**config.mk**
```make
export PLATFORM = sky130hd
export DESIGN_NAME = comm_source_select_fault_reaction
export DESIGN_NICKNAME = d
export VERILOG_FILES = /design/src/common/comm_fault_pkg.sv /design/src/comm_source_select_fault_reaction.sv /design/src/link_led_blinker.sv
export VERILOG_INCLUDE_DIRS = /design/src /design/src/common
export SDC_FILE = /design/constraint.sdc
export NUM_CORES = 1
export LEC_CHECK = 0
export ABC_AREA = 1
export BUFFER_PORTS_ARGS = -buffer_cell sky130_fd_sc_hd__clkbuf_2
export CORE_AREA = 10 10 156 158
export CTS_BUF_LIST = sky130_fd_sc_hd__clkbuf_4 sky130_fd_sc_hd__clkbuf_8
export CTS_CLUSTER_DIAMETER = 150
export DETAILED_ROUTE_END_ITERATION = 10
export DIE_AREA = 0 0 166 168
export GPL_TIMING_DRIVEN = 0
export HOLD_SLACK_MARGIN = 0.08
export PLACE_DENSITY_LB_ADDON = 0.12
export SETUP_SLACK_MARGIN = 0.5
export SLEW_MARGIN = 15
export SYNTH_ARGS = -nofsm -noshare
export SYNTH_HDL_FRONTEND = slang
export SYNTH_SLANG_ARGS = --single-unit
```
**constraint.sdc**
```tcl
create_clock -name sys_clk_i -period 3.5 [get_ports sys_clk_i]
set_input_delay 0.7 -clock sys_clk_i [delete_from_list [all_inputs] [get_ports sys_clk_i]]
set_output_delay 0.7 -clock sys_clk_i [all_outputs]
set_load 0.02 [all_outputs]
```
**src/common/comm_fault_consts.svh**
```systemverilog
// Register map, field positions, reset values and timing figures of the command source block
`ifndef COMM_FAULT_CONSTS_SVH
`define COMM_FAULT_CONSTS_SVH

`define ADDR_W 12
`define DATA_W 16

`define REG_SPEED_SRC 12'h18D
`define REG_RUN_SRC 12'h18E
`define REG_SCOPE 12'h190
`define REG_REACTION 12'h191
`define REG_STOP_METHOD 12'h192
`define REG_CONTROL 12'h193
`define REG_STATUS 12'h194
`define REG_IRQ_STATUS 12'h195
`define REG_IRQ_MASK 12'h196

`define CTRL_ENTER_BIT 0
`define CTRL_FAULT_RST_BIT 1

`define IRQ_W 3
`define IRQ_FAULT_BIT 0
`define IRQ_ARMED_BIT 1
`define IRQ_STORED_BIT 2

`define ST_FAULT_BIT 0
`define ST_ALARM_BIT 1
`define ST_CONTACT_BIT 2
`define ST_BOARD_BIT 3
`define ST_ARMED_BIT 4
`define ST_LINK_BIT 5
`define ST_GLOBAL_BIT 6
`define ST_NODE_LSB 8

`define RUN_SRC_RST 3'h0
`define REF_SRC_RST 3'h0
`define SCOPE_RST 1'h0
`define REACTION_RST 3'h0
`define STOP_METHOD_RST 2'h0
`define RUN_SRC_MAX 3'h3
`define REF_SRC_MAX 3'h4
`define REACTION_MAX 3'h4

`define CLK_HZ 25000000
`define BLINK_HALF_MS 100
`define TOKEN_TIMEOUT_MS 50
`define BLINK_HALF_CYC (`CLK_HZ / 1000 * `BLINK_HALF_MS)
`define TOKEN_TIMEOUT_CYC (`CLK_HZ / 1000 * `TOKEN_TIMEOUT_MS)

`endif

```
**src/common/comm_fault_pkg.sv**
```systemverilog
// Types shared by the command source and fault supervision block
package comm_fault_pkg;
  typedef enum logic [2:0] {
    SRC_PANEL = 3'h0,
    SRC_TERMINAL = 3'h1,
    SRC_SERIAL = 3'h2,
    SRC_FIELDBUS = 3'h3,
    SRC_PULSE = 3'h4
  } cmd_src_t;

  typedef enum logic [2:0] {
    REACT_RAMP = 3'h0,
    REACT_COAST = 3'h1,
    REACT_FAST = 3'h2,
    REACT_METHOD = 3'h3,
    REACT_ALARM = 3'h4
  } reaction_t;

  typedef enum logic [1:0] {
    STOP_NONE = 2'h0,
    STOP_RAMP = 2'h1,
    STOP_COAST = 2'h2,
    STOP_FAST = 2'h3
  } stop_mode_t;

  typedef struct packed {
    logic run;
    logic reverse;
  } run_cmd_t;

  typedef struct packed {
    logic global_read_en;
    logic cable_loss_en;
    logic [5:0] node_addr;
  } cfg_switch_t;
endpackage : comm_fault_pkg

```
**src/comm_source_select_fault_reaction.sv**
```systemverilog
// Command source selection and communication fault supervision
`timescale 1ns/100ps
`default_nettype none
`include "comm_fault_consts.svh"

// Functional notes
// - Run/stop comes from panel, terminals, serial or fieldbus per run source select.
// - Speed reference from panel, terminals, serial, fieldbus or pulse input per selector.
// - Enter command stores both source selectors to non-volatile memory.
// - Some commands, such as panel stop, act whatever source is selected.
// - At power-up detect the option board and prepare fieldbus operation.
// - Status LED blinks rapidly while the node passes the token.
// - On comm fault, ignore fieldbus control, raise fault, then react per settings.
// - Detection scope 0 detects always; 1 only while the motor runs.
// - Reaction 0: show fault, close contact, ramp to stop.
// - Reaction 1: show fault, close contact, let motor coast.
// - Reaction 2: show fault, close contact, fast stop.
// - Reaction 3: show fault, close contact, stop by stop method select.
// - Reaction 4: alarm only, contact open, keep running in last state.
// - Configuration switches are read at power-up only.
// - Cable-loss detection arms after first non-global command to this node.
// - Alarm-only with during-run scope suppresses cable-loss fault.
module comm_source_select_fault_reaction
  import comm_fault_pkg::*;
#(
  parameter int unsigned BLINK_HALF_CYC = `BLINK_HALF_CYC,
  parameter int unsigned TOKEN_TIMEOUT_CYC = `TOKEN_TIMEOUT_CYC
) (
  input wire logic sys_clk_i, // System clock, 25 MHz
  input wire logic rst_n_i, // Async reset, active low
  input wire logic [`ADDR_W-1:0] reg_addr_i, // Register address
  input wire logic [`DATA_W-1:0] reg_wdata_i, // Register write data
  input wire logic reg_wr_i, // Write strobe
  input wire logic reg_rd_i, // Read strobe
  output logic [`DATA_W-1:0] reg_rdata_o, // Read data, cycle after strobe
  input wire logic [7:0] config_switch_bank_i, // Switch pins
  input wire logic board_present_i, // Option board fitted pin
  input wire logic nv_load_i, // Restore pulse from non-volatile store
  input wire logic [2:0] nv_run_src_i, // Restored run source
  input wire logic [2:0] nv_ref_src_i, // Restored reference source
  output logic nv_store_o, // Store pulse
  output logic [2:0] nv_run_src_o, // Run source to store
  output logic [2:0] nv_ref_src_o, // Reference source to store
  input wire run_cmd_t [3:0] run_cmd_i, // Run commands by source
  input wire logic [4:0][15:0] speed_ref_i, // Speed references by source
  input wire logic panel_stop_i, // Panel stop key
  input wire logic token_pass_i, // Token passed pulse
  input wire logic cmd_addressed_i, // Non-global command to this node
  input wire logic master_lost_i, // Master dropped from rotation
  input wire logic motor_running_i, // Motor running
  output run_cmd_t run_cmd_o, // Selected run command
  output logic [15:0] speed_ref_o, // Selected speed reference
  output logic fieldbus_ready_o, // Board initialised for fieldbus
  output logic fieldbus_ctrl_en_o, // Fieldbus control accepted
  output logic [5:0] node_addr_o, // Captured node address
  output logic global_read_en_o, // Captured global read enable
  output logic external_comm_fault_o, // Fault code displayed
  output logic alarm_o, // Alarm-only indication
  output logic fault_contact_o, // Fault contact closed
  output stop_mode_t stop_mode_o, // Stop method applied
  output logic link_status_led_o, // Green link LED
  output logic irq_o // Interrupt, level
);
  typedef enum logic [1:0] {
    ST_WAIT0 = 2'b00,
    ST_WAIT1 = 2'b01,
    ST_CAPTURE = 2'b10,
    ST_READY = 2'b11
  } init_state_t;

  function automatic logic hit(input logic [`ADDR_W-1:0] a, input logic [`ADDR_W-1:0] r);
    return a == r;
  endfunction : hit

  function automatic stop_mode_t method_mode(input logic [1:0] m);
    unique case (m)
      2'h1: return STOP_COAST;
      2'h2: return STOP_FAST;
      default: return STOP_RAMP;
    endcase
  endfunction : method_mode

  // Pin synchronisers
  logic [7:0] sw_meta_q, sw_sync_q;
  logic board_meta_q, board_sync_q;

  always_ff @(posedge sys_clk_i or negedge rst_n_i) begin
    if (!rst_n_i) begin
      sw_meta_q <= 8'h00;
      sw_sync_q <= 8'h00;
      board_meta_q <= 1'b0;
      board_sync_q <= 1'b0;
    end else begin
      sw_meta_q <= config_switch_bank_i;
      sw_sync_q <= sw_meta_q;
      board_meta_q <= board_present_i;
      board_sync_q <= board_meta_q;
    end
  end

  // Power-up capture
  init_state_t init_q, init_d;
  cfg_switch_t cfg_q, cfg_d;
  logic board_q, board_d;

  always_comb begin
    init_d = init_q;
    cfg_d = cfg_q;
    board_d = board_q;
    unique case (init_q)
      ST_WAIT0: init_d = ST_WAIT1;
      ST_WAIT1: init_d = ST_CAPTURE;
      ST_CAPTURE: begin
        cfg_d = sw_sync_q;
        board_d = board_sync_q;
        init_d = ST_READY;
      end
      ST_READY: init_d = ST_READY; // Later switch changes are ignored
    endcase
  end

  always_ff @(posedge sys_clk_i or negedge rst_n_i) begin
    if (!rst_n_i) begin
      init_q <= ST_WAIT0;
      cfg_q <= 8'h00;
      board_q <= 1'b0;
    end else begin
      init_q <= init_d;
      cfg_q <= cfg_d;
      board_q <= board_d;
    end
  end

  logic ready;
  assign ready = (init_q == ST_READY) && board_q;

  // Register file
  logic [2:0] run_src_q, run_src_d, ref_src_q, ref_src_d;
  logic scope_q, scope_d;
  logic [2:0] react_set_q, react_set_d;
  logic [1:0] method_q, method_d;
  logic [`IRQ_W-1:0] irq_st_q, irq_st_d, irq_mask_q, irq_mask_d, irq_set;
  logic [`DATA_W-1:0] rdata_q, rdata_d, status;
  logic nv_store_q, nv_store_d;
  logic [2:0] nv_run_q, nv_run_d, nv_ref_q, nv_ref_d;
  logic fault_rst;
  logic fault_q, armed_q, link_active;
  logic [2:0] react_q;

  assign fault_rst = reg_wr_i && hit(reg_addr_i, `REG_CONTROL) &&
                     reg_wdata_i[`CTRL_FAULT_RST_BIT];

  always_comb begin
    status = '0;
    status[`ST_FAULT_BIT] = fault_q;
    status[`ST_ALARM_BIT] = alarm_o;
    status[`ST_CONTACT_BIT] = fault_contact_o;
    status[`ST_BOARD_BIT] = ready;
    status[`ST_ARMED_BIT] = armed_q;
    status[`ST_LINK_BIT] = link_active;
    status[`ST_GLOBAL_BIT] = cfg_q.global_read_en;
    status[`ST_NODE_LSB +: 6] = cfg_q.node_addr;
  end

  always_comb begin
    run_src_d = run_src_q;
    ref_src_d = ref_src_q;
    scope_d = scope_q;
    react_set_d = react_set_q;
    method_d = method_q;
    irq_mask_d = irq_mask_q;
    nv_store_d = 1'b0;
    nv_run_d = nv_run_q;
    nv_ref_d = nv_ref_q;
    rdata_d = '0;
    if (nv_load_i) begin
      if (nv_run_src_i <= `RUN_SRC_MAX) run_src_d = nv_run_src_i;
      if (nv_ref_src_i <= `REF_SRC_MAX) ref_src_d = nv_ref_src_i;
    end
    // Out-of-range selector values are refused and the old setting kept
    if (reg_wr_i) begin
      if (hit(reg_addr_i, `REG_RUN_SRC) && reg_wdata_i <= 16'(`RUN_SRC_MAX))
        run_src_d = reg_wdata_i[2:0];
      if (hit(reg_addr_i, `REG_SPEED_SRC) && reg_wdata_i <= 16'(`REF_SRC_MAX))
        ref_src_d = reg_wdata_i[2:0];
      if (hit(reg_addr_i, `REG_SCOPE) && reg_wdata_i <= 16'h0001)
        scope_d = reg_wdata_i[0];
      if (hit(reg_addr_i, `REG_REACTION) && reg_wdata_i <= 16'(`REACTION_MAX))
        react_set_d = reg_wdata_i[2:0];
      if (hit(reg_addr_i, `REG_STOP_METHOD) && reg_wdata_i <= 16'h0003)
        method_d = reg_wdata_i[1:0];
      if (hit(reg_addr_i, `REG_IRQ_MASK))
        irq_mask_d = reg_wdata_i[`IRQ_W-1:0];
      if (hit(reg_addr_i, `REG_CONTROL) && reg_wdata_i[`CTRL_ENTER_BIT]) begin
        nv_store_d = 1'b1;
        nv_run_d = run_src_q;
        nv_ref_d = ref_src_q;
      end
    end
    if (reg_rd_i) begin
      unique case (1'b1)
        hit(reg_addr_i, `REG_RUN_SRC): rdata_d = {13'h0000, run_src_q};
        hit(reg_addr_i, `REG_SPEED_SRC): rdata_d = {13'h0000, ref_src_q};
        hit(reg_addr_i, `REG_SCOPE): rdata_d = {15'h0000, scope_q};
        hit(reg_addr_i, `REG_REACTION): rdata_d = {13'h0000, react_set_q};
        hit(reg_addr_i, `REG_STOP_METHOD): rdata_d = {14'h0000, method_q};
        hit(reg_addr_i, `REG_STATUS): rdata_d = status;
        hit(reg_addr_i, `REG_IRQ_STATUS): rdata_d = {13'h0000, irq_st_q};
        hit(reg_addr_i, `REG_IRQ_MASK): rdata_d = {13'h0000, irq_mask_q};
        default: rdata_d = '0;
      endcase
    end
    // Write-one-to-clear; a new event in the same cycle wins
    irq_st_d = irq_st_q;
    if (reg_wr_i && hit(reg_addr_i, `REG_IRQ_STATUS))
      irq_st_d = irq_st_q & ~reg_wdata_i[`IRQ_W-1:0];
    irq_st_d = irq_st_d | irq_set;
  end

  always_ff @(posedge sys_clk_i or negedge rst_n_i) begin
    if (!rst_n_i) begin
      run_src_q <= `RUN_SRC_RST;
      ref_src_q <= `REF_SRC_RST;
      scope_q <= `SCOPE_RST;
      react_set_q <= `REACTION_RST;
      method_q <= `STOP_METHOD_RST;
      irq_st_q <= '0;
      irq_mask_q <= '0;
      nv_store_q <= 1'b0;
      nv_run_q <= 3'h0;
      nv_ref_q <= 3'h0;
      rdata_q <= '0;
    end else begin
      run_src_q <= run_src_d;
      ref_src_q <= ref_src_d;
      scope_q <= scope_d;
      react_set_q <= react_set_d;
      method_q <= method_d;
      irq_st_q <= irq_st_d;
      irq_mask_q <= irq_mask_d;
      nv_store_q <= nv_store_d;
      nv_run_q <= nv_run_d;
      nv_ref_q <= nv_ref_d;
      rdata_q <= rdata_d;
    end
  end

  // Fault supervision
  logic fault_d, armed_d, suppress, detect;
  logic [2:0] react_d;

  assign suppress = (react_set_q == REACT_ALARM) && scope_q;
  assign detect = ready && armed_q && master_lost_i && !suppress &&
                  (!scope_q || motor_running_i);

  always_comb begin
    armed_d = armed_q;
    fault_d = fault_q;
    react_d = react_q;
    if (ready && cfg_q.cable_loss_en && cmd_addressed_i) armed_d = 1'b1;
    if (fault_rst) fault_d = 1'b0;
    // The reaction is frozen when the fault is raised
    if (detect) begin
      fault_d = 1'b1;
      if (!fault_q) react_d = react_set_q;
    end
  end

  always_ff @(posedge sys_clk_i or negedge rst_n_i) begin
    if (!rst_n_i) begin
      armed_q <= 1'b0;
      fault_q <= 1'b0;
      react_q <= `REACTION_RST;
    end else begin
      armed_q <= armed_d;
      fault_q <= fault_d;
      react_q <= react_d;
    end
  end

  logic halt;
  assign halt = fault_q && (react_q != REACT_ALARM);
  assign irq_set = {nv_store_q, armed_d && !armed_q, detect && !fault_q};

  // Command selection
  run_cmd_t run_q, run_d;
  logic [15:0] ref_q, ref_d;
  logic fb_ok;

  assign fb_ok = ready && !fault_q;

  always_comb begin
    run_d = run_cmd_i[run_src_q[1:0]];
    ref_d = speed_ref_i[ref_src_q];
    // Blocked fieldbus keeps the last state; an absent board gives no command
    if (run_src_q == SRC_FIELDBUS && !fb_ok) run_d = ready ? run_q : 2'b00;
    if (ref_src_q == SRC_FIELDBUS && !fb_ok) ref_d = ready ? ref_q : 16'h0000;
    if (halt) run_d.run = 1'b0;
    if (panel_stop_i) run_d.run = 1'b0;
  end

  always_ff @(posedge sys_clk_i or negedge rst_n_i) begin
    if (!rst_n_i) begin
      run_q <= 2'b00;
      ref_q <= 16'h0000;
    end else begin
      run_q <= run_d;
      ref_q <= ref_d;
    end
  end

  always_comb begin
    stop_mode_o = STOP_NONE;
    if (halt) begin
      unique case (react_q)
        REACT_COAST: stop_mode_o = STOP_COAST;
        REACT_FAST: stop_mode_o = STOP_FAST;
        REACT_METHOD: stop_mode_o = method_mode(method_q);
        default: stop_mode_o = STOP_RAMP;
      endcase
    end
  end

  link_led_blinker #(
    .HALF_CYC(BLINK_HALF_CYC),
    .TIMEOUT_CYC(TOKEN_TIMEOUT_CYC)
  ) u_led (
    .sys_clk_i(sys_clk_i),
    .rst_n_i(rst_n_i),
    .ready_i(ready),
    .token_i(token_pass_i),
    .active_o(link_active),
    .led_o(link_status_led_o)
  );

  assign reg_rdata_o = rdata_q;
  assign nv_store_o = nv_store_q;
  assign nv_run_src_o = nv_run_q;
  assign nv_ref_src_o = nv_ref_q;
  assign run_cmd_o = run_q;
  assign speed_ref_o = ref_q;
  assign fieldbus_ready_o = ready;
  assign fieldbus_ctrl_en_o = fb_ok;
  assign node_addr_o = cfg_q.node_addr;
  assign global_read_en_o = cfg_q.global_read_en;
  assign external_comm_fault_o = fault_q;
  assign alarm_o = fault_q && (react_q == REACT_ALARM);
  assign fault_contact_o = halt;
  assign irq_o = |(irq_st_q & irq_mask_q);
endmodule : comm_source_select_fault_reaction
`default_nettype wire

```
**src/link_led_blinker.sv**
```systemverilog
// Token activity watchdog and rapid blink generator for the link status LED
`timescale 1ns/100ps
`default_nettype none
module link_led_blinker #(
  parameter int unsigned HALF_CYC = 2500000,
  parameter int unsigned TIMEOUT_CYC = 1250000
) (
  input wire logic sys_clk_i, // System clock
  input wire logic rst_n_i, // Async reset, active low
  input wire logic ready_i, // Board initialised
  input wire logic token_i, // Token passed, one-cycle pulse
  output logic active_o, // Token seen recently
  output logic led_o // LED drive
);
  localparam int unsigned HW = $clog2(HALF_CYC + 1);
  localparam int unsigned TW = $clog2(TIMEOUT_CYC + 1);

  logic [HW-1:0] div_q, div_d;
  logic [TW-1:0] tmo_q, tmo_d;
  logic led_q, led_d;

  always_comb begin
    tmo_d = tmo_q;
    div_d = div_q;
    led_d = led_q;
    if (!ready_i) begin
      tmo_d = '0;
    end else if (token_i) begin
      tmo_d = TW'(TIMEOUT_CYC);
    end else if (tmo_q != '0) begin
      tmo_d = tmo_q - TW'(1);
    end
    // LED stays dark unless the node keeps passing the token
    if (tmo_q == '0) begin
      div_d = '0;
      led_d = 1'b0;
    end else if (div_q == HW'(HALF_CYC - 1)) begin
      div_d = '0;
      led_d = ~led_q;
    end else begin
      div_d = div_q + HW'(1);
    end
  end

  always_ff @(posedge sys_clk_i or negedge rst_n_i) begin
    if (!rst_n_i) begin
      tmo_q <= '0;
      div_q <= '0;
      led_q <= 1'b0;
    end else begin
      tmo_q <= tmo_d;
      div_q <= div_d;
      led_q <= led_d;
    end
  end

  assign active_o = (tmo_q != '0);
  assign led_o = led_q;
endmodule : link_led_blinker
`default_nettype wire
```
==> flow_summary.json <==
{
  "status": "completed",
  "r2r-start": "u_led.tmo_q[0]$_DFFE_PN0P_",
  "hold_path.class": "in -> async",
  "hpwl_um": 18730,
  "grt_pass1_wl_um": 38120,
  "final.period_utilization_pct": 70.77,
  "maxCapViolCount": 0,
  "worstPathArrival_ns": 1.78,
  "grt_usage_pct": 16.89,
  "crit_family": "flip-flops",
  "path_buf_inv": 2,
  "crit_path_cell_trace": "ha_1 > a211oi_1 > o21ai_0 > inv_1 > clkbuf_2",
  "clockBufferDepth": 2,
  "clock_sinks": 134,
  "synthTopCellsByArea": "dfrtp_1 46%, nand2_1 9.8%, nor2_1 6.2%, inv_1 5.6%, nand3_1 4.2%",
  "setup.worst_path.start_class": "register",
  "drc": 0,
  "drt_iter0_markers": 287,
  "reg2reg_slack_ns": 1.62,
  "fp.dieH_um": 168,
  "die_w_um": 166,
  "ios": 198,
  "cts_htree_levels": 4,
  "cts_resized": 0,
  "synth_edf_count": 0,
  "cts_tree": "yes",
  "yosysWarnings": 0,
  "cts_root_buf": "clkbuf_8",
  "core_area_sq_um": 21420,
  "crit_start": "method_q[0]$_DFFE_PN0P_",
  "clkTransAtPathRegs_ns": 0.08,
  "insertion_delay_ns": 0.46,
  "rr_endpoint": "u_led.div_q[19]$_DFF_PN0_",
  "crit_slowest_cell": "dfrtp_1",
  "rsz0062_at_grt": "false",
  "setup_violations": 0,
  "grt_max_degree": 71,
  "path_max_fanout": 3,
  "cts_setup_buffers": 0,
  "vias": 6888,
  "rows": 54,
  "hold_buffers": 0,
  "synthDistinctLibCells": 49,
  "endpoint_kind": "output pin",
  "synth_top_area_share_pct": 45.91,
  "gp_congestion": 0.8394,
  "area_delta_synth_final_pct": 23.71,
  "num-nets-final": 1306,
  "cts_inserted_buffers": 17,
  "synth_area_sq_um": 7305,
  "fp.dieArea_sq_um": 27890,
  "syn_area_per_cell_sq_um": 7.730,
  "required_ns": 2.80,
  "grt-ovfl-total": 0,
  "critPathMaxStageDelay_ns": 0.43,
  "irDropWorstVdd_uv": 153.2,
  "r2r_cells": 9,
  "yosysSeqAreaShare_pct": 45.91,
  "slew_violations": 0,
  "antenna_found_initial": 0,
  "synth_area_leader_cell": "dfrtp_1",
  "slew_headroom_pct": 56.56,
  "setup_ws_ns": 1.023,
  "grt_pass1_vias": 7175,
  "critical_path_class": "reg -> out",
  "final_antenna_net_count": 0,
  "drtPass1Iterations": 5,
  "fin_crit_ns": 2.477,
  "skew_ns": 0.01804,
  "wl_per_cell_um": 16.32,
  "hold_viol": 0,
  "pre_cts_slack_ns": 1.328,
  "numPortBuffers": 194,
  "final_common_cell": "clkbuf_2",
  "most-common-layout-cells": "193 x clkbuf_2, 190 x nand2_1, 134 x dfrtp_1, 120 x nor2_1, 109 x inv_1",
  "insertedDiodeCount": 0,
  "synth.ff_latch_count": 134,
  "async_flop_share_pct": 100.0,
  "power_mw": 4.008,
  "vias_per_cell": 4.741,
  "syn_inst": 945,
  "power.leakage_nw": 4.552,
  "cellPowerDensity_nw_per_um2": 443.6,
  "max_freq_mhz": 403.7,
  "drive_gt1_share_pct": 26.94,
  "nFillCells": 2272,
  "totalWireLength_um": 23720,
  "start_util_pct": 34.10,
  "worstMarginPinSlew_ns": 0.6516,
  "synth_flop_cell": "dfrtp_1"
}
-- logic make-up (layout without fill, tap and decap cells) --
kind of cell | Yosys count | count (layout) | share of synthesized area [%]
adders and majority gates | 4 | 4 | 0.6852
DFF | 134 | 134 | 45.91
buffers and inverters | 162 | 388 | 9.249
other | 1 | 3 | 0.05134
muxes | 2 | 2 | 0.3083
AOI/OAI and AO/OA | 166 | 166 | 13.72
xor gates and xnor gates | 8 | 8 | 1.062
and+or+nand+nor | 468 | 468 | 29.02
-- registers in the layout, summed over array words and instances, names as in the netlist, 3 cells and up --
name          flops
reg_rdata_o      13
u_led.tmo_q      21
ref_src_q         3
node_addr_o       6
nv_run_src_o      3
u_led.div_q      22
react_q           3
nv_ref_src_o      3
run_src_q         3
irq_mask_q        3
react_set_q       3
sw_sync_q         8
speed_ref_o      16
irq_st_q          3
sw_meta_q         8
-- synthesized netlist by cell type (16+ instances only) --
library cell / instances
nand4_1: 18
nor3_1: 31
nor2_1: 120
o21ai_1: 25
o21ai_0: 27
inv_1: 109
nor2_2: 16
a21oi_1: 61
dfrtp_1: 134
nand2_1: 190
nand3_1: 62
-- metrics by stage --
stage | instance area (sq um) | hold WS [ns] | cells | utilization [%] | setup TNS [ns]
floorplan | 7312 | 0.3312 | 947 | - | 0
global route | 9036 | 0.2325 | 1453 | 42.19 | 0
CTS | 9036 | 0.2370 | 1453 | 42.19 | 0
detailed placement | 8670 | 0.3379 | 1422 | 40.48 | 0
finish | 9036 | 0.2241 | 1453 | 42.19 | 0
global placement | 8633 | 0.3328 | 1421 | 40.31 | -89.82
-- metal layers --
metal,track usage [%],wire length [um],vias to the layer above
met4,5.239,467,0
met5,0,0,-
met1,19.70,10190,3167
met2,28.38,11390,186
li1,-,-,3498
met3,6.123,1675,37
-- worst max path at each step --
stage | endpoint | slack, ns | cells past startpoint
2_1_floorplan | stop_mode_o[0] | 1.50 | 3
3_3_place_gp | speed_ref_o[7]$_DFFE_PN0P_ | -0.68 | 1
3_5_place_dp | react_set_q[1]$_DFFE_PN0P_ | 1.33 | 9
4_1_cts | stop_mode_o[1] | 0.97 | 5
5_1_grt | stop_mode_o[1] | 0.85 | 6
6_report | stop_mode_o[1] | 1.02 | 5
-- power breakdown --
group          total, mW  switching [mW]  internal [mW]
logic               1.00           0.653          0.349
clock network       1.23           0.655          0.572
registers           1.78          0.0922           1.69
-- cell type report --
type | count | area [sq um] | share of cell area (%)
clock buffers | 18 | 241.5 | 2.672
flip-flops and latches | 134 | 3353 | 37.11
well taps | 280 | 350.3 | 3.877
multi-input cells | 651 | 3283 | 36.33
clock inverters | 13 | 125.1 | 1.385
plain buffers | 35 | 197.7 | 2.188
repair buffers | 195 | 1007 | 11.15
inverters | 127 | 478.0 | 5.289
Power figures use the tool's default switching activity.
